--- src/logic/pfb_pkg.sv ---
// constants and carrier types for the planar frame buffer datapath
`default_nettype none
package pfb_pkg;
	localparam int NUM_PLANES = 4;
	localparam int XFERS = 8;

	// register indexes at the data port
	localparam logic [7:0] IDX_FILL_VALUE = 8'h00;
	localparam logic [7:0] IDX_FILL_ENABLE = 8'h01;
	localparam logic [7:0] IDX_COLOUR_MATCH = 8'h02;
	localparam logic [7:0] IDX_ROTATE_LOGIC = 8'h03;
	localparam logic [7:0] IDX_READ_PLANE = 8'h04;
	localparam logic [7:0] IDX_ACCESS_MODE = 8'h05;

	// values after reset
	localparam logic [3:0] RST_NIBBLE = 4'h0;
	localparam logic [4:0] RST_ROTATE_LOGIC = 5'h00;
	localparam logic [1:0] RST_READ_PLANE = 2'h0;
	localparam logic [6:0] RST_ACCESS_MODE = 7'h00;

	// field positions
	localparam int ROT_LSB = 0;
	localparam int FUNC_LSB = 3;
	localparam int WMODE_LSB = 0;
	localparam int RMODE_BIT = 3;
	localparam int ODDEVEN_BIT = 4;
	localparam int SHIFT_LSB = 5;

	typedef enum logic [1:0] {
		pfb_func_pass,
		pfb_func_and,
		pfb_func_or,
		pfb_func_xor
	} pfb_func_t;

	// one request towards the four memory planes
	typedef struct packed {
		logic wr;
		logic rd;
		logic [3:0] plane_en;
		logic [31:0] wdata;
	} pfb_mem_req_t;

	// host register port strobe and data
	typedef struct packed {
		logic index_wr;
		logic data_wr;
		logic data_rd;
		logic [7:0] wdata;
	} pfb_io_req_t;
endpackage
`default_nettype wire

--- src/logic/pfb_datapath.sv ---
// planar frame buffer read/write datapath with indexed control registers
// Overview of operation
// - write mode 0: enabled planes take eight copies of their fill bit
// - write mode 0: other planes take rotated cpu byte
// - write mode 1: each plane rewritten from its read latch
// - write mode 2: cpu data bit n spread over plane n
// - write mode 2: masked-off bit positions come from the latches
// - write mode 3: rotated byte AND bit mask masks the fill colour
// - function field: pass, AND, OR or XOR with latch data
// - rotate count gives right rotation of cpu write data
// - read mode 0 returns the byte of the selected plane
// - odd/even ignores select bit 0; chain four ignores both bits
// - read mode 1 returns per-bit colour match over included planes
// - plane select also picks the latch shown on readback
// - every frame buffer read loads all four latches unaltered
// - chain four: address bits 1:0 steer planes; odd/even: bit 0; else plane mask decides
// - shift mode 01 sends bit pairs, planes 0/2 then 1/3
// - shift mode 1x sends upper then lower nibble, planes 0 to 3
// - reserved register bits read back as zero
// - bit mask keeps latch bits where 0, new data where 1
// - colour ignore bit 1 includes plane in comparison
`default_nettype none
module pfb_datapath #(
	parameter int ADDR_W = 16
) (
	input wire logic clock,
	input wire logic rst,
	// indexed register port
	input wire pfb_pkg::pfb_io_req_t io_req,
	output logic [7:0] io_rdata,
	// controls held in other register groups
	input wire logic [7:0] pixel_write_mask,
	input wire logic [3:0] colour_ignore_mask,
	input wire logic [3:0] plane_write_mask,
	input wire logic chain_four,
	// cpu frame buffer access
	input wire logic cpu_wr,
	input wire logic cpu_rd,
	input wire logic [ADDR_W-1:0] cpu_addr,
	input wire logic [7:0] cpu_wdata,
	output logic cpu_busy,
	output logic [7:0] cpu_rdata,
	output logic cpu_rdone,
	output logic [7:0] latch_readback,
	// memory planes
	output pfb_pkg::pfb_mem_req_t mem_req,
	output logic [ADDR_W-1:0] mem_addr,
	input wire logic mem_rvalid,
	input wire logic [31:0] mem_rdata,
	// display serialiser
	input wire logic disp_load,
	input wire logic [31:0] disp_data,
	output logic [3:0] pixel_out,
	output logic pixel_valid
);
	generate
		if (ADDR_W < 2)
		begin : g_bad_addr
			$error("pfb_datapath: ADDR_W must be at least 2");
		end
	endgenerate

	typedef enum logic {
		pfb_idle,
		pfb_rd_wait
	} pfb_state_t;

	logic [7:0] index;
	logic [3:0] fill_value;
	logic [3:0] fill_enable;
	logic [3:0] colour_match;
	logic [4:0] rotate_logic;
	logic [1:0] read_plane;
	logic [6:0] access_mode;
	logic [7:0] latch [pfb_pkg::NUM_PLANES];
	pfb_state_t state;
	logic [1:0] rd_plane_q;
	logic [31:0] next_wdata;
	logic [3:0] next_plane_en;
	logic [1:0] eff_plane;
	logic [7:0] rot_data;
	logic [7:0] cmp_bits;
	logic [1:0] wmode;
	logic [7:0] shift_buf [pfb_pkg::NUM_PLANES];
	logic [2:0] xfer;
	logic shifting;
	logic [3:0] next_pixel;

	assign wmode = access_mode[pfb_pkg::WMODE_LSB +: 2];

	// host register port
	always_ff @(posedge clock)
	begin
		if (rst)
		begin
			index <= 8'h00;
			fill_value <= pfb_pkg::RST_NIBBLE;
			fill_enable <= pfb_pkg::RST_NIBBLE;
			colour_match <= pfb_pkg::RST_NIBBLE;
			rotate_logic <= pfb_pkg::RST_ROTATE_LOGIC;
			read_plane <= pfb_pkg::RST_READ_PLANE;
			access_mode <= pfb_pkg::RST_ACCESS_MODE;
		end
		else if (io_req.index_wr)
			index <= io_req.wdata;
		else if (io_req.data_wr)
		begin
			case (index)
				pfb_pkg::IDX_FILL_VALUE: fill_value <= io_req.wdata[3:0];
				pfb_pkg::IDX_FILL_ENABLE: fill_enable <= io_req.wdata[3:0];
				pfb_pkg::IDX_COLOUR_MATCH: colour_match <= io_req.wdata[3:0];
				pfb_pkg::IDX_ROTATE_LOGIC: rotate_logic <= io_req.wdata[4:0];
				pfb_pkg::IDX_READ_PLANE: read_plane <= io_req.wdata[1:0];
				pfb_pkg::IDX_ACCESS_MODE: access_mode <= io_req.wdata[6:0];
				default: ;
			endcase
		end
	end

	always_ff @(posedge clock)
	begin
		if (rst)
			io_rdata <= 8'h00;
		else if (io_req.data_rd)
		begin
			case (index)
				pfb_pkg::IDX_FILL_VALUE: io_rdata <= {4'h0, fill_value};
				pfb_pkg::IDX_FILL_ENABLE: io_rdata <= {4'h0, fill_enable};
				pfb_pkg::IDX_COLOUR_MATCH: io_rdata <= {4'h0, colour_match};
				pfb_pkg::IDX_ROTATE_LOGIC: io_rdata <= {3'h0, rotate_logic};
				pfb_pkg::IDX_READ_PLANE: io_rdata <= {6'h00, read_plane};
				pfb_pkg::IDX_ACCESS_MODE: io_rdata <= {1'h0, access_mode};
				default: io_rdata <= 8'h00;
			endcase
		end
	end

	always_comb
	begin
		logic [15:0] dbl;
		dbl = {cpu_wdata, cpu_wdata} >> rotate_logic[pfb_pkg::ROT_LSB +: 3];
		rot_data = dbl[7:0];
	end

	// per-plane write data
	generate
		for (genvar p = 0; p < pfb_pkg::NUM_PLANES; p++)
		begin : g_wr
			logic [7:0] src;
			logic [7:0] lop;
			logic [7:0] msk;
			always_comb
			begin
				case (wmode)
					2'b00: src = fill_enable[p] ? {8{fill_value[p]}} : rot_data;
					2'b10: src = {8{cpu_wdata[p]}};
					2'b11: src = {8{fill_value[p]}};
					default: src = latch[p];
				endcase
				case (pfb_pkg::pfb_func_t'(rotate_logic[pfb_pkg::FUNC_LSB +: 2]))
					pfb_pkg::pfb_func_and: lop = src & latch[p];
					pfb_pkg::pfb_func_or: lop = src | latch[p];
					pfb_pkg::pfb_func_xor: lop = src ^ latch[p];
					default: lop = src;
				endcase
				if (wmode == 2'b11)
					msk = rot_data & pixel_write_mask;
				else
					msk = pixel_write_mask;
				if (wmode == 2'b01)
					next_wdata[p*8 +: 8] = latch[p];
				else
					next_wdata[p*8 +: 8] = (lop & msk) | (latch[p] & ~msk);
			end

			logic [7:0] hit;
			assign hit = ~(mem_rdata[p*8 +: 8] ^ {8{colour_match[p]}})
				| {8{~colour_ignore_mask[p]}};
		end
	endgenerate

	assign cmp_bits = g_wr[0].hit & g_wr[1].hit & g_wr[2].hit & g_wr[3].hit;

	// plane steering
	always_comb
	begin
		if (chain_four)
			next_plane_en = plane_write_mask & (4'h1 << cpu_addr[1:0]);
		else if (access_mode[pfb_pkg::ODDEVEN_BIT])
			next_plane_en = plane_write_mask
				& (cpu_addr[0] ? 4'ha : 4'h5);
		else
			next_plane_en = plane_write_mask;
		if (chain_four)
			eff_plane = cpu_addr[1:0];
		else if (access_mode[pfb_pkg::ODDEVEN_BIT])
			eff_plane = {read_plane[1], cpu_addr[0]};
		else
			eff_plane = read_plane;
	end

	// cpu access sequencing; a read waits for the planes to answer
	always_ff @(posedge clock)
	begin
		if (rst)
		begin
			state <= pfb_idle;
			mem_req <= '0;
			mem_addr <= '0;
			rd_plane_q <= 2'h0;
			cpu_busy <= 1'b0;
		end
		else
		begin
			mem_req.wr <= 1'b0;
			mem_req.rd <= 1'b0;
			case (state)
				pfb_idle:
				begin
					if (cpu_rd)
					begin
						mem_req.rd <= 1'b1;
						mem_addr <= cpu_addr;
						rd_plane_q <= eff_plane;
						cpu_busy <= 1'b1;
						state <= pfb_rd_wait;
					end
					else if (cpu_wr)
					begin
						mem_req.wr <= 1'b1;
						mem_req.plane_en <= next_plane_en;
						mem_req.wdata <= next_wdata;
						mem_addr <= cpu_addr;
					end
				end
				pfb_rd_wait:
				begin
					if (mem_rvalid)
					begin
						cpu_busy <= 1'b0;
						state <= pfb_idle;
					end
				end
				default: state <= pfb_idle;
			endcase
		end
	end

	always_ff @(posedge clock)
	begin
		if (rst)
		begin
			for (int p = 0; p < pfb_pkg::NUM_PLANES; p++)
				latch[p] <= 8'h00;
		end
		else if (state == pfb_rd_wait && mem_rvalid)
		begin
			for (int p = 0; p < pfb_pkg::NUM_PLANES; p++)
				latch[p] <= mem_rdata[p*8 +: 8];
		end
	end

	always_ff @(posedge clock)
	begin
		if (rst)
		begin
			cpu_rdata <= 8'h00;
			cpu_rdone <= 1'b0;
		end
		else
		begin
			cpu_rdone <= state == pfb_rd_wait && mem_rvalid;
			if (state == pfb_rd_wait && mem_rvalid)
			begin
				if (access_mode[pfb_pkg::RMODE_BIT])
					cpu_rdata <= cmp_bits;
				else
					cpu_rdata <= mem_rdata[rd_plane_q*8 +: 8];
			end
		end
	end

	always_ff @(posedge clock)
	begin
		if (rst)
			latch_readback <= 8'h00;
		else
			latch_readback <= latch[read_plane];
	end

	// display serialiser; a new load restarts the eight transfers
	always_comb
	begin
		case (access_mode[pfb_pkg::SHIFT_LSB +: 2])
			2'b01:
				if (xfer[2])
					next_pixel = {shift_buf[3][7:6], shift_buf[1][7:6]};
				else
					next_pixel = {shift_buf[2][7:6], shift_buf[0][7:6]};
			2'b00:
				next_pixel = {shift_buf[3][7], shift_buf[2][7],
					shift_buf[1][7], shift_buf[0][7]};
			default:
				next_pixel = xfer[0] ? shift_buf[xfer[2:1]][3:0]
					: shift_buf[xfer[2:1]][7:4];
		endcase
	end

	always_ff @(posedge clock)
	begin
		if (rst)
		begin
			for (int p = 0; p < pfb_pkg::NUM_PLANES; p++)
				shift_buf[p] <= 8'h00;
			xfer <= 3'h0;
			shifting <= 1'b0;
			pixel_out <= 4'h0;
			pixel_valid <= 1'b0;
		end
		else
		begin
			pixel_valid <= shifting;
			pixel_out <= shifting ? next_pixel : 4'h0;
			if (disp_load)
			begin
				for (int p = 0; p < pfb_pkg::NUM_PLANES; p++)
					shift_buf[p] <= disp_data[p*8 +: 8];
				xfer <= 3'h0;
				shifting <= 1'b1;
			end
			else if (shifting)
			begin
				xfer <= xfer + 3'h1;
				if (xfer == 3'(pfb_pkg::XFERS - 1))
					shifting <= 1'b0;
				// mode 1x indexes the buffer, the others shift it
				case (access_mode[pfb_pkg::SHIFT_LSB +: 2])
					2'b00:
						for (int p = 0; p < pfb_pkg::NUM_PLANES; p++)
							shift_buf[p] <= {shift_buf[p][6:0], 1'b0};
					// only the pair on the outputs moves; the other waits whole
					2'b01:
						if (xfer[2])
						begin
							shift_buf[1] <= {shift_buf[1][5:0], 2'b00};
							shift_buf[3] <= {shift_buf[3][5:0], 2'b00};
						end
						else
						begin
							shift_buf[0] <= {shift_buf[0][5:0], 2'b00};
							shift_buf[2] <= {shift_buf[2][5:0], 2'b00};
						end
					default: ;
				endcase
			end
		end
	end
endmodule // pfb_datapath
`default_nettype wire

--- config.mk ---
export PLATFORM = sky130hd
export DESIGN_NAME = pfb_datapath
export DESIGN_NICKNAME = d
export VERILOG_FILES = /design/src/logic/pfb_pkg.sv /design/src/logic/pfb_datapath.sv
export SDC_FILE = /design/constraint.sdc
export NUM_CORES = 1
export LEC_CHECK = 0
export CELL_PAD_IN_SITES_DETAIL_PLACEMENT = 0
export CELL_PAD_IN_SITES_GLOBAL_PLACEMENT = 1
export CORE_ASPECT_RATIO = 0.75
export CORE_MARGIN = 1.5
export CORE_UTILIZATION = 25
export CTS_BUF_LIST = sky130_fd_sc_hd__clkbuf_16
export CTS_CLUSTER_DIAMETER = 50
export DETAILED_ROUTE_END_ITERATION = 10
export DONT_BUFFER_PORTS = 1
export PLACE_DENSITY_LB_ADDON = 0.3
export REMOVE_ABC_BUFFERS = 1
export SETUP_SLACK_MARGIN = 0.02
export SLEW_MARGIN = 20
export SYNTH_ARGS = -nofsm -noshare
export SYNTH_HDL_FRONTEND = slang
export SYNTH_SLANG_ARGS = --single-unit
--- constraint.sdc ---
create_clock -name clock -period 3.6 [get_ports clock]
set_input_delay 0.9 -clock clock [delete_from_list [all_inputs] [get_ports clock]]
set_output_delay 0.9 -clock clock [all_outputs]
set_load 0.05 [all_outputs]
## Word-level counts from Yosys, hierarchy flattened

Memory sizes are Yosys's and may differ from the RTL's. A register that Yosys moved wholly into a read port is not among the register bits.
Index checks and enable logic that the tools add are counted.

- Add/sub/neg operators: 1
- Eq/ne operators: 15
- Shifts and indexed selects: 3
- Mux-type cells: 82
- Bitwise operators: 67
- Reduce and logical (&&, ||, !) cells: 19

Operator list:

| cell | number |
|---|---|
| $mux 8 | 26 |
| $pmux 8 s3 | 8 |
| $and 8x8->8 | 16 |
| $or 8x8->8 | 12 |
| $xor 8x8->8 | 8 |
| $pmux 7 s6 | 1 |
| $not 8->8 | 5 |
| $mux 1 | 34 |
| $mux 16 | 2 |
| $shiftx 32x6->8 | 1 |
| $reduce_and 3->1 | 7 |
| $mux 4 | 5 |
| $eq 8x2->1 const B | 2 |
| $eq 8x3->1 const B | 2 |
| $or 1x1->1 | 16 |
| $shr 16x3->8 | 1 |
| $and 4x4->4 | 2 |
| $eq 2x2->1 const B | 4 |
| $eq 8x1->1 const B | 1 |
| $logic_not 8->1 | 1 |
| $not 1->1 | 8 |
| $pmux 4 s2 | 1 |
| $eq 2x1->1 const B | 3 |
| $mux 2 | 3 |
| other kinds (11) | 18 |

- Register bits after elaboration: 118
- Bits in writable memories: 64
- Output and inout port bits: 85
- Word-level logic and storage cells: 211
- Memories: 2

Memory list:

| name | depth | width | rd ports | clocked after Yosys merged registers in | wr ports | line | RTL |
|---|---|---|---|---|---|---|---|
| latch | 4 | 8 | 5 | 1 | 4 | pfb_datapath.sv:75 | `logic [7:0] latch [pfb_pkg::NUM_PLANES];` |
| shift_buf | 4 | 8 | 5 | 1 | 4 | pfb_datapath.sv:84 | `logic [7:0] shift_buf [pfb_pkg::NUM_PLANES];` |

## Depth between registers and ports, before layout

Gate-level depths: netlist of the first run.

- Depth after elaboration: 8
- Mapped depth: 12
- Mapped depth without buffers: 10

## Least setup slack after synthesis of the first run

Ideal clock, no wire load.

- Path type: input to register
- Start point: in cpu_wdata[0]
- End point: reg mem_req[1] (netlist bit)
- Arrival time: 2.874 ns
- Setup slack: 0.604 ns
- Stages on the path: 10
- Cell sequence: mux4_2 > mux2_4 > o221ai_2 > inv_1 > ha_1 > nor2b_1 > o21ai_0 > o21a_1 > a221oi_1 > a221o_1

- Longest elaborated chain between the ends: 8
- Elaborated cells between the ends (all ways): 14
- Those cells by class: shift: 1; mux: 5; bitwise: 8

Ends and longest elaborated chain:

| item | line | RTL |
|---|---|---|
| start: declaration | pfb_datapath.sv:40 | `input wire logic [7:0] cpu_wdata,` |
| $shr 16x3->8 | pfb_datapath.sv:141 | `dbl = {cpu_wdata, cpu_wdata} >> rotate_logic[pfb_pkg::ROT_LSB +: 3];` |
| $mux 8 | pfb_datapath.sv:155 | `2'b00: src = fill_enable[p] ? {8{fill_value[p]}} : rot_data;` |
| $pmux 8 s3 | pfb_datapath.sv:154 | `case (wmode)` |
| $xor 8x8->8 (tied with other cells) | pfb_datapath.sv:163 | `pfb_pkg::pfb_func_xor: lop = src ^ latch[p];` |
| $pmux 8 s3 | pfb_datapath.sv:160 | `case (pfb_pkg::pfb_func_t'(rotate_logic[pfb_pkg::FUNC_LSB +: 2]))` |
| $and 8x8->8 | pfb_datapath.sv:173 | `next_wdata[p*8 +: 8] = (lop & msk) \| (latch[p] & ~msk);` |
| $or 8x8->8 (*) | pfb_datapath.sv:173 |  |
| $mux 8 (*) | pfb_datapath.sv:170 | `if (wmode == 2'b01)` |
| end: declaration | pfb_datapath.sv:46 | `output pfb_pkg::pfb_mem_req_t mem_req,` |

Mark *: on every way between the ends. The rest lies on a longest branch, timed or not.
A chain may end at the register's enable or synchronous reset.

## Worst setup path after layout of the first run

- Start point: reg rotate_logic[1]
- End point: reg mem_req[8] (netlist bit)

- Longest elaborated chain between the ends: 8
- Elaborated cells between the ends (all ways): 14
- Those cells by class: shift: 1; mux: 5; bitwise: 8

Ends and longest elaborated chain:

| item | line | RTL |
|---|---|---|
| start: declaration | pfb_datapath.sv:72 | `logic [4:0] rotate_logic;` |
| start signal: assignment | pfb_datapath.sv:100 | `rotate_logic <= pfb_pkg::RST_ROTATE_LOGIC;` |
| start signal: assignment | pfb_datapath.sv:112 | `pfb_pkg::IDX_ROTATE_LOGIC: rotate_logic <= io_req.wdata[4:0];` |
| $shr 16x3->8 (*) | pfb_datapath.sv:141 |  |
| $mux 8 | pfb_datapath.sv:155 |  |
| $pmux 8 s3 | pfb_datapath.sv:154 |  |
| $xor 8x8->8 (tied with other cells) | pfb_datapath.sv:163 |  |
| $pmux 8 s3 | pfb_datapath.sv:160 |  |
| $and 8x8->8 | pfb_datapath.sv:173 |  |
| $or 8x8->8 (*) | pfb_datapath.sv:173 |  |
| $mux 8 (*) | pfb_datapath.sv:170 |  |

Marks and branches as above.

==> flow_summary.json, run 1 <==
{
  "status": "finished clean",
  "ys_seq_area_share_pct": 36.9,
  "finalCriticalPeriod_ns": 3.21,
  "r2r_cells": 10,
  "maxSlewHeadroom_pct": 30.6,
  "yosysWarnings": 0,
  "diodes": 0,
  "gr-usage-all-layers_pct": 18.1,
  "vias": 10200,
  "routed_wirelength_um": 44500,
  "ctsHoldBuffers": 0,
  "synthCells": 1297,
  "fin_hold_ws_ns": 0.489,
  "gp_congestion": 0.828,
  "worst_setup_path_start_kind": "flop",
  "die_w_um": 255,
  "grt_pass1_wl_um": 65300,
  "root_buffer": "clkbuf_16",
  "final_cell_mix": "133 x nand2_1, 131 x dfxtp_1, 111 x a21oi_1",
  "dieArea_um2": 48900,
  "htree_num_levels": 4,
  "ant_nets": 0,
  "final_common_cell": "nand2_1",
  "hpwl_um": 32300,
  "ys_types": 72,
  "cts.clk_slew.worst_paths_ns": 0.09,
  "port_buffers": 0,
  "cts_buffers": 17,
  "p_leak_nw": 4.78,
  "initial_core_util_pct": 25.6,
  "ctsResizeCount": 0,
  "synth_ff_type": "dfxtp_1",
  "finalCritPeriodShare_pct": 89.1,
  "synth.avg_cell_area_um2": 9.17,
  "design.portCount": 207,
  "cts_tree": "built",
  "cp.arrival_ns": 3.57,
  "setup_tns_ns": 0,
  "cp_max_fo": 10,
  "antenna_found_initial": 1,
  "total_power_w": 0.00527,
  "area_growth_pct": 10.6,
  "viasPerCell": 5.40,
  "synth-edff-count": 57,
  "finalHoldViolations": 0,
  "dr.pass1.iters": 8,
  "clock.fmax_mhz": 312,
  "die_h_um": 192,
  "worstSetupEndpointType": "flop",
  "grt_pass1_vias": 9684,
  "ir_worst_vdd_v": 0.000312,
  "fin_nets": 1407,
  "async_flop_share_pct": 0,
  "core_area_um2": 46500,
  "tightest_slew_ns": 1.04,
  "ys_ff_latch": 191,
  "wl_per_cell_um": 23.5,
  "min_path_cells": 1,
  "slew_violations": 0,
  "setup_viol": 0,
  "drtIter0Drc": 1035,
  "rsz0062_at_grt": "no",
  "clockBufferDepth": 2,
  "min_path_type": "in -> reg",
  "drv_cap": 0,
  "insertion_delay_ns": 0.47,
  "remaining_drc_errors": 0,
  "gr-total-overflow": 0,
  "power.density_nw_per_um2": 400,
  "required_ns": 3.96,
  "path_class": "reg -> reg",
  "layout-drive-gt1-share_pct": 11.3,
  "cts_setup_buffers": 0,
  "rows": 68,
  "grt_start_max_net_pins": 84,
  "clock_skew_ns": 0.0177,
  "syn-cell-area_um2": 11900,
  "cts_sinks": 191
}
synth_stat cells, drive strengths merged (4+ instances only):
master	n	area share (%)
o21a	13	0.82
edfxtp	57	14
a31oi	10	0.53
dfxtp	134	23
nand2b	19	1.0
nand2	133	4.2
buf	29	1.3
mux2	15	1.5
o211ai	11	0.69
a221oi	19	1.4
and2	43	2.3
o2bb2ai	5	0.42
nor2	88	2.8
mux2i	56	4.8
or3	4	0.21
xor2	32	2.4
a311oi	4	0.35
inv	33	1.0
nor3	15	0.63
nand3b	15	0.95
and3b	5	0.37
nor2b	47	2.5
o21ai	84	3.5
mux4	33	6.2
o22ai	14	0.74
clkbuf	67	2.1
a211oi	15	0.95
o221ai	23	1.8
a21oi	111	4.7
o21bai	5	0.32
ha	34	3.6
a22o	7	0.52
a32o	8	0.67
a22oi	25	1.6
a221o	12	1.0
or2	9	0.47
nor3b	5	0.55
o221a	6	0.57
a222oi	14	1.2
a32oi	4	0.29
nand3	11	0.46
per-stage QoR:
| step | util (%) | cells | instance area, um^2 | setup slack [ns] |
|---|---|---|---|---|
| 2_1_floorplan | - | 1201 | 11500 | 0.128 |
| 3_3_place_gp | 27.0 | 1862 | 12500 | 0.416 |
| 3_5_place_dp | 27.0 | 1862 | 12500 | 0.371 |
| 4_1_cts | 28.3 | 1894 | 13200 | 0.391 |
| 5_1_grt | 28.3 | 1894 | 13200 | 0.152 |
| 6_report | 28.3 | 1894 | 13200 | 0.391 |
where the power goes:
group          internal, W  total (W)  switching (W)
combinational     0.000251   0.000543       0.000292
clock              0.00100    0.00205        0.00105
sequential         0.00233    0.00267       0.000333
total              0.00359    0.00527        0.00168
sequential cells by signal, indices dropped and copies added, names as in the netlist, 5 cells and up, named ones only:
signal          flops
mem_req            38
latch              32
shift_buf          32
mem_addr           16
cpu_rdata           8
index               8
latch_readback      8
access_mode         7
io_rdata            7
rotate_logic        5
final cells by class:
cell class                      count  area (um^2)
Inverter                           34          128
Tap cell                          630          788
Sequential cell                   191         4400
Multi-Input combinational cell    976         6990
Timing Repair Buffer               31          245
Clock buffer                       17          425
Clock inverter                     15          184
Fill cell                        4983        33300
metal layers:
metal	wire [um]	track usage [%]
met5	13	0
met3	4090	6.48
met4	516	3.57
met2	19500	26.8
met1	20400	25.1
logic make-up (layout without fill, tap and decap cells):
family | Yosys count | count (layout) | share of synthesized area (%)
AND/OR/NAND/NOR | 400 | 400 | 16.9
adder cells (fa/ha/maj) | 34 | 34 | 3.58
buffers and inverters | 130 | 97 | 4.45
other | 1 | 1 | 0.0315
multiplexers | 104 | 104 | 12.5
flip-flops | 191 | 191 | 36.9
XOR/XNOR | 33 | 33 | 2.43
AO/OA/AOI/OAI | 404 | 404 | 23.2
final timing paths:
kind	from	end	slack [ns]
min	rst	shift_buf[3][0]$_SDFFE_PN0P_	0.49
max	rotate_logic[1]$_SDFFE_PP0P_	mem_req[8]$_SDFFE_PP0P_	0.39
max reg2reg	rotate_logic[1]$_SDFFE_PP0P_	mem_req[8]$_SDFFE_PP0P_	0.39
min reg2reg	index[5]$_SDFFE_PP0P_	index[5]$_SDFFE_PP0P_	0.50
critical path, stage by stage, from the launching register on:
cell and delay [ns]:
dfxtp_1 0.74, mux4_2 0.63, mux2_2 0.40, o21ai_0 0.20
a21oi_1 0.10, ha_1 0.17, nor2b_1 0.13, o21ai_0 0.21
o221a_2 0.20, a211oi_1 0.06, a221o_1 0.26
Note: power is estimated with default switching activity, not from simulation.
==> run 2, diff against run 1 <==
Settings changed: CORE_UTILIZATION 25 to 40, PLACE_DENSITY from default to 0.74, PLACE_DENSITY_LB_ADDON 0.3 to default.
==> flow_summary.json, run 2 (same netlist as run 1, synthesis figures left out) <==
{
  "pre_cts_ws_ns": 0.345,
  "cts.clk_slew.worst_paths_ns": 0.08,
  "setup_viol": 0,
  "worst_slack_ns": 0.440,
  "wl_per_cell_um": 23.9,
  "maxSlewHeadroom_pct": 27.1,
  "finalHoldViolations": 0,
  "power.density_nw_per_um2": 397,
  "antenna_found_initial": 0,
  "cts_setup_buffers": 0,
  "die_h_um": 152,
  "r2r_slack_ns": 0.44,
  "finalNonFillerCells": 1656,
  "diodes": 0,
  "root_buffer": "clkbuf_16",
  "setup_tns_ns": 0,
  "area_growth_pct": 7.85,
  "ant_nets": 0,
  "final_common_cell": "nand2_1",
  "remaining_drc_errors": 0,
  "viasPerCell": 6.15,
  "path_class": "reg -> reg",
  "drtIter0Drc": 924,
  "slew_violations": 0,
  "crit_cells": 10,
  "dr.pass1.iters": 7,
  "routed_wirelength_um": 39500,
  "design.portCount": 207,
  "grt_pass1_wl_um": 60000,
  "p_leak_nw": 4.77,
  "cts_tree": "built",
  "hpwl_um": 28600,
  "fin_hold_ws_ns": 0.499,
  "ir_worst_vdd_v": 0.000312,
  "worstSetupEndpointType": "flop",
  "status": "finished clean",
  "port_buffers": 0,
  "cts_buffers": 17,
  "crit_path_start": "rotate_logic[1]$_SDFFE_PP0P_",
  "rows": 54,
  "finalCriticalPeriod_ns": 3.16,
  "ctsResizeCount": 0,
  "largest-register": "mem_req",
  "path_delay_family": "compound AO/OA/AOI/OAI gates",
  "utilization_pct": 43.9,
  "grt_pass1_vias": 9557,
  "largest_reg_flops": 38,
  "critPathMaxStageDelay_ns": 0.70,
  "final_cell_mix": "133 x nand2_1, 132 x dfxtp_1, 111 x a21oi_1",
  "required_ns": 3.94,
  "min_path_type": "reg -> reg",
  "ctsHoldBuffers": 0,
  "insertion_delay_ns": 0.45,
  "endpoint": "mem_req[16]$_SDFFE_PP0P_",
  "hp-start": "index[5]$_SDFFE_PP0P_",
  "cts_sinks": 191,
  "initial_core_util_pct": 40.7,
  "gr-usage-all-layers_pct": 25.3,
  "drv_cap": 0,
  "dieArea_um2": 30800,
  "clockBufferDepth": 2,
  "vias": 10200,
  "gp_congestion": 0.877,
  "cpMaxStageDelayCell": "dfxtp_1",
  "critPathBufInv": 0,
  "rsz0062_at_grt": "no",
  "worst_setup_path_start_kind": "flop",
  "die_w_um": 202,
  "cp.arrival_ns": 3.50,
  "rr_startpoint": "rotate_logic[1]$_SDFFE_PP0P_",
  "fin_nets": 1407,
  "finalCritPeriodShare_pct": 87.8,
  "fillCellCount": 2861,
  "timing.rr.end": "mem_req[16]$_SDFFE_PP0P_",
  "grt_start_max_net_pins": 103,
  "placedCellCount": 1624,
  "core_area_um2": 29200,
  "htree_num_levels": 4,
  "cp_max_fo": 9,
  "critPathMostFrequentCell": "o21ai_0",
  "layout-drive-gt1-share_pct": 11.3,
  "clock_skew_ns": 0.0175,
  "reg_top3": "mem_req x38, latch x32, shift_buf x32",
  "gr-total-overflow": 0,
  "tightest_slew_ns": 1.09,
  "path_cells": "mux4_2, mux2_2, o21ai_0, a21oi_1, ha_1, nor2b_1, o21ai_0, o221a_2, a211oi_1, a221o_1",
  "r2r_cells": 10,
  "clock.fmax_mhz": 316
}
[run 2: tightest hold or removal path: stages (launching register included)]
cell and delay [ns]:
dfxtp_1 0.33, mux2i_1 0.07, nor2_1 0.07
[run 2: metrics by stage]
stage | cell area [um^2] | power [W]
after floorplan | 11500 | 0.00305
after global placement | 12200 | 0.00322
after detailed placement | 12200 | 0.00324
after CTS | 12800 | 0.00513
after global routing | 12800 | 0.00529
final | 12800 | 0.00509
[run 2: power breakdown]
part | switching (W) | leakage, nW | internal (W)
registers | 0.000322 | 1.71 | 0.00233
clock network | 0.000976 | 0.284 | 0.000923
logic | 0.000287 | 2.77 | 0.000250
total | 0.00158 | 4.77 | 0.00351
[run 2: area by class of cell]
class / instances / area [um^2] / share of cell area [%]
multi-input combinational: 976 / 6990 / 54.5
sequential: 191 / 4400 / 34.3
tap: 392 / 490 / 3.82
clock buffer: 17 / 425 / 3.32
timing repair buffer: 31 / 245 / 1.91
clock inverter: 15 / 155 / 1.21
inverter: 34 / 128 / 0.995
[run 2: metal layers]
metal	part of all wire [%]	global-route usage, %	wire, um
met5	0	0	0
met4	1.5	6.63	597
met3	10	8.64	4000
met2	45	38.2	17800
met1	43	34.6	17100
[run 2: how the worst min path moves through the flow]
stage,endpoint,slack (ns),depth (start not counted)
global route,shift_buf[0][0]$_SDFFE_PP0P_,0.50,1
floorplan,fill_value[0]$_SDFFE_PP0P_,0.46,2
CTS,shift_buf[3][0]$_SDFFE_PN0P_,0.49,1
detailed placement,index[6]$_SDFFE_PP0P_,0.49,2
finish,index[5]$_SDFFE_PP0P_,0.50,2
global placement,index[4]$_SDFFE_PP0P_,0.48,2
==> run 3, diff against run 2 <==
Settings changed: BUFFER_PORTS_ARGS from default to -buffer_cell sky130_fd_sc_hd__buf_2, DONT_BUFFER_PORTS 1 to default, PLACE_DENSITY 0.74 to 0.82.
==> flow_summary.json, run 3 (same netlist as run 1, synthesis figures left out) <==
{
  "die_w_um": 202,
  "drtIter0Drc": 1087,
  "drv_cap": 0,
  "wl_met2_um": 17500,
  "cp.arrival_ns": 3.54,
  "timing.rr.end": "mem_req[17]$_SDFFE_PP0P_",
  "clkPwrFrac_pct": 37.7,
  "cts.clk_slew.worst_paths_ns": 0.08,
  "path_class": "reg -> reg",
  "viasPerCell": 6.01,
  "hpwl_um": 29300,
  "fillCellCount": 2833,
  "port_buffers": 205,
  "initial_core_util_pct": 40.7,
  "pwr-share-seq_pct": 45.5,
  "insertion_delay_ns": 0.46,
  "tightest_slew_ns": 1.11,
  "setup_tns_ns": 0,
  "p_sw_share_pct": 31.3,
  "area_growth_pct": 17.0,
  "placed_cell_area_um2": 13300,
  "core_area_um2": 29200,
  "wl_met1_um": 17600,
  "rr_startpoint": "rotate_logic[1]$_SDFFE_PP0P_",
  "root_buffer": "clkbuf_16",
  "r2r_slack_ns": 0.41,
  "ctsHoldBuffers": 0,
  "routed_wirelength_um": 40200,
  "vias": 11200,
  "gp_congestion": 0.922,
  "largest-register": "mem_req",
  "cts_tree": "built",
  "path_cells": "mux4_2, mux2_4, o221ai_1, inv_1, ha_1, nor2b_1, o21ai_0, o21a_1, a221oi_1, a221o_1",
  "layout-drive-gt1-share_pct": 23.8,
  "cp_max_fo": 10,
  "design.portCount": 207,
  "utilization_pct": 47.7,
  "status": "finished clean",
  "remaining_drc_errors": 0,
  "pre_cts_ws_ns": 0.206,
  "hp-start": "mem_addr[13]$_SDFFE_PP0P_",
  "cts_buffers": 17,
  "whs_endpoint": "mem_addr[13]$_SDFFE_PP0P_",
  "gr-usage-all-layers_pct": 26.0,
  "cts_sinks": 191,
  "power.density_nw_per_um2": 390,
  "dieArea_um2": 30800,
  "comb_power_share_pct": 16.8,
  "clock.fmax_mhz": 313,
  "min_path_cells": 2,
  "ant_nets": 0,
  "r2r_cells": 10,
  "finalHoldViolations": 0,
  "maxSlewHeadroom_pct": 26.2,
  "dr.pass1.iters": 7,
  "p_leak_nw": 5.72,
  "wl_met3_um": 4160,
  "fin_nets": 1615,
  "critPathMaxStageDelay_ns": 0.74,
  "final_cell_mix": "205 x buf_2, 133 x nand2_1, 132 x dfxtp_1",
  "setup_viol": 0,
  "finalCriticalPeriod_ns": 3.19,
  "worst_setup_path_start_kind": "flop",
  "grt_pass1_wl_um": 61900,
  "die_h_um": 152,
  "grt_pass1_vias": 10600,
  "required_ns": 3.94,
  "largest_reg_flops": 38,
  "rows": 54,
  "htree_num_levels": 4,
  "ir_worst_vdd_v": 0.000358,
  "slew_violations": 0,
  "clock_skew_ns": 0.0156,
  "worstSetupEndpointType": "flop",
  "rsz0062_at_grt": "no",
  "p_switching_w": 0.00170,
  "grt_start_max_net_pins": 67,
  "cts_setup_buffers": 0,
  "ctsResizeCount": 0,
  "top_layer_used": "met4",
  "finalCritPeriodShare_pct": 88.7,
  "antenna_found_initial": 4,
  "reg_top3": "mem_req x38, latch x32, shift_buf x32",
  "worst_slack_ns": 0.408,
  "final_common_cell": "buf_2",
  "clockBufferDepth": 2,
  "cpMaxStageDelayCell": "dfxtp_1",
  "min_path_type": "reg -> reg",
  "internal_power_w": 0.00373,
  "wl_per_cell_um": 21.5,
  "gr-total-overflow": 0,
  "final_area_um2": 13900
}
## run 3: power groups by stage
stage          sequential, W  clock (W)  combinational [W]
6_report             0.00247    0.00205           0.000909
5_1_grt              0.00249    0.00216           0.000981
4_1_cts              0.00247    0.00207           0.000900
3_5_place_dp         0.00252          0           0.000897
3_3_place_gp         0.00251          0           0.000880
2_1_floorplan        0.00265          0           0.000407
## run 3: worst max-delay path by stage
stage / startpoint / endpoint / slack [ns] / cells past startpoint
finish: rotate_logic[1]$_SDFFE_PP0P_ / mem_req[17]$_SDFFE_PP0P_ / 0.41 / 10
CTS: rotate_logic[1]$_SDFFE_PP0P_ / mem_req[9]$_SDFFE_PP0P_ / 0.38 / 10
global route: rotate_logic[1]$_SDFFE_PP0P_ / mem_req[15]$_SDFFE_PP0P_ / 0.13 / 11
floorplan: cpu_rd / mem_req[13]$_SDFFE_PP0P_ / 0.13 / 4
detailed placement: cpu_wdata[1] / mem_req[21]$_SDFFE_PP0P_ / 0.21 / 11
global placement: cpu_wdata[1] / mem_req[21]$_SDFFE_PP0P_ / 0.28 / 11
## run 3: per-layer routing
metal	global-route usage (%)	vias up
li1	-	5167
met1	37.1	5433
met2	38.1	562
met3	6.67	58
met4	8.64	0
met5	0	-
## run 3: per-stage QoR
stage	std cells	hold WS [ns]	total power, W
3_3_place_gp	1832	0.433	0.00339
2_1_floorplan	1201	0.457	0.00305
5_1_grt	1867	0.473	0.00563
4_1_cts	1864	0.454	0.00544
3_5_place_dp	1832	0.437	0.00341
6_report	1868	0.454	0.00542
## run 3: layout make-up
type,instances,area (um^2),share of cell area [%]
multi-input cells,976,6980,50.2
flip-flops and latches,191,4400,31.6
repair buffers,239,1290,9.30
well taps,392,490,3.52
clock buffers,17,425,3.06
clock inverters,15,186,1.34
inverters,34,128,0.917
diodes,4,10.0,0.0719
## run 3: critical path: cells and delay by family, from the launching register on
family	cells	cell delay, ns
buf+inv	1	0.07
mux	2	0.95
compound gates	5	1.01
flops	1	0.74
fa+ha+maj	1	0.17
simple gates	1	0.14
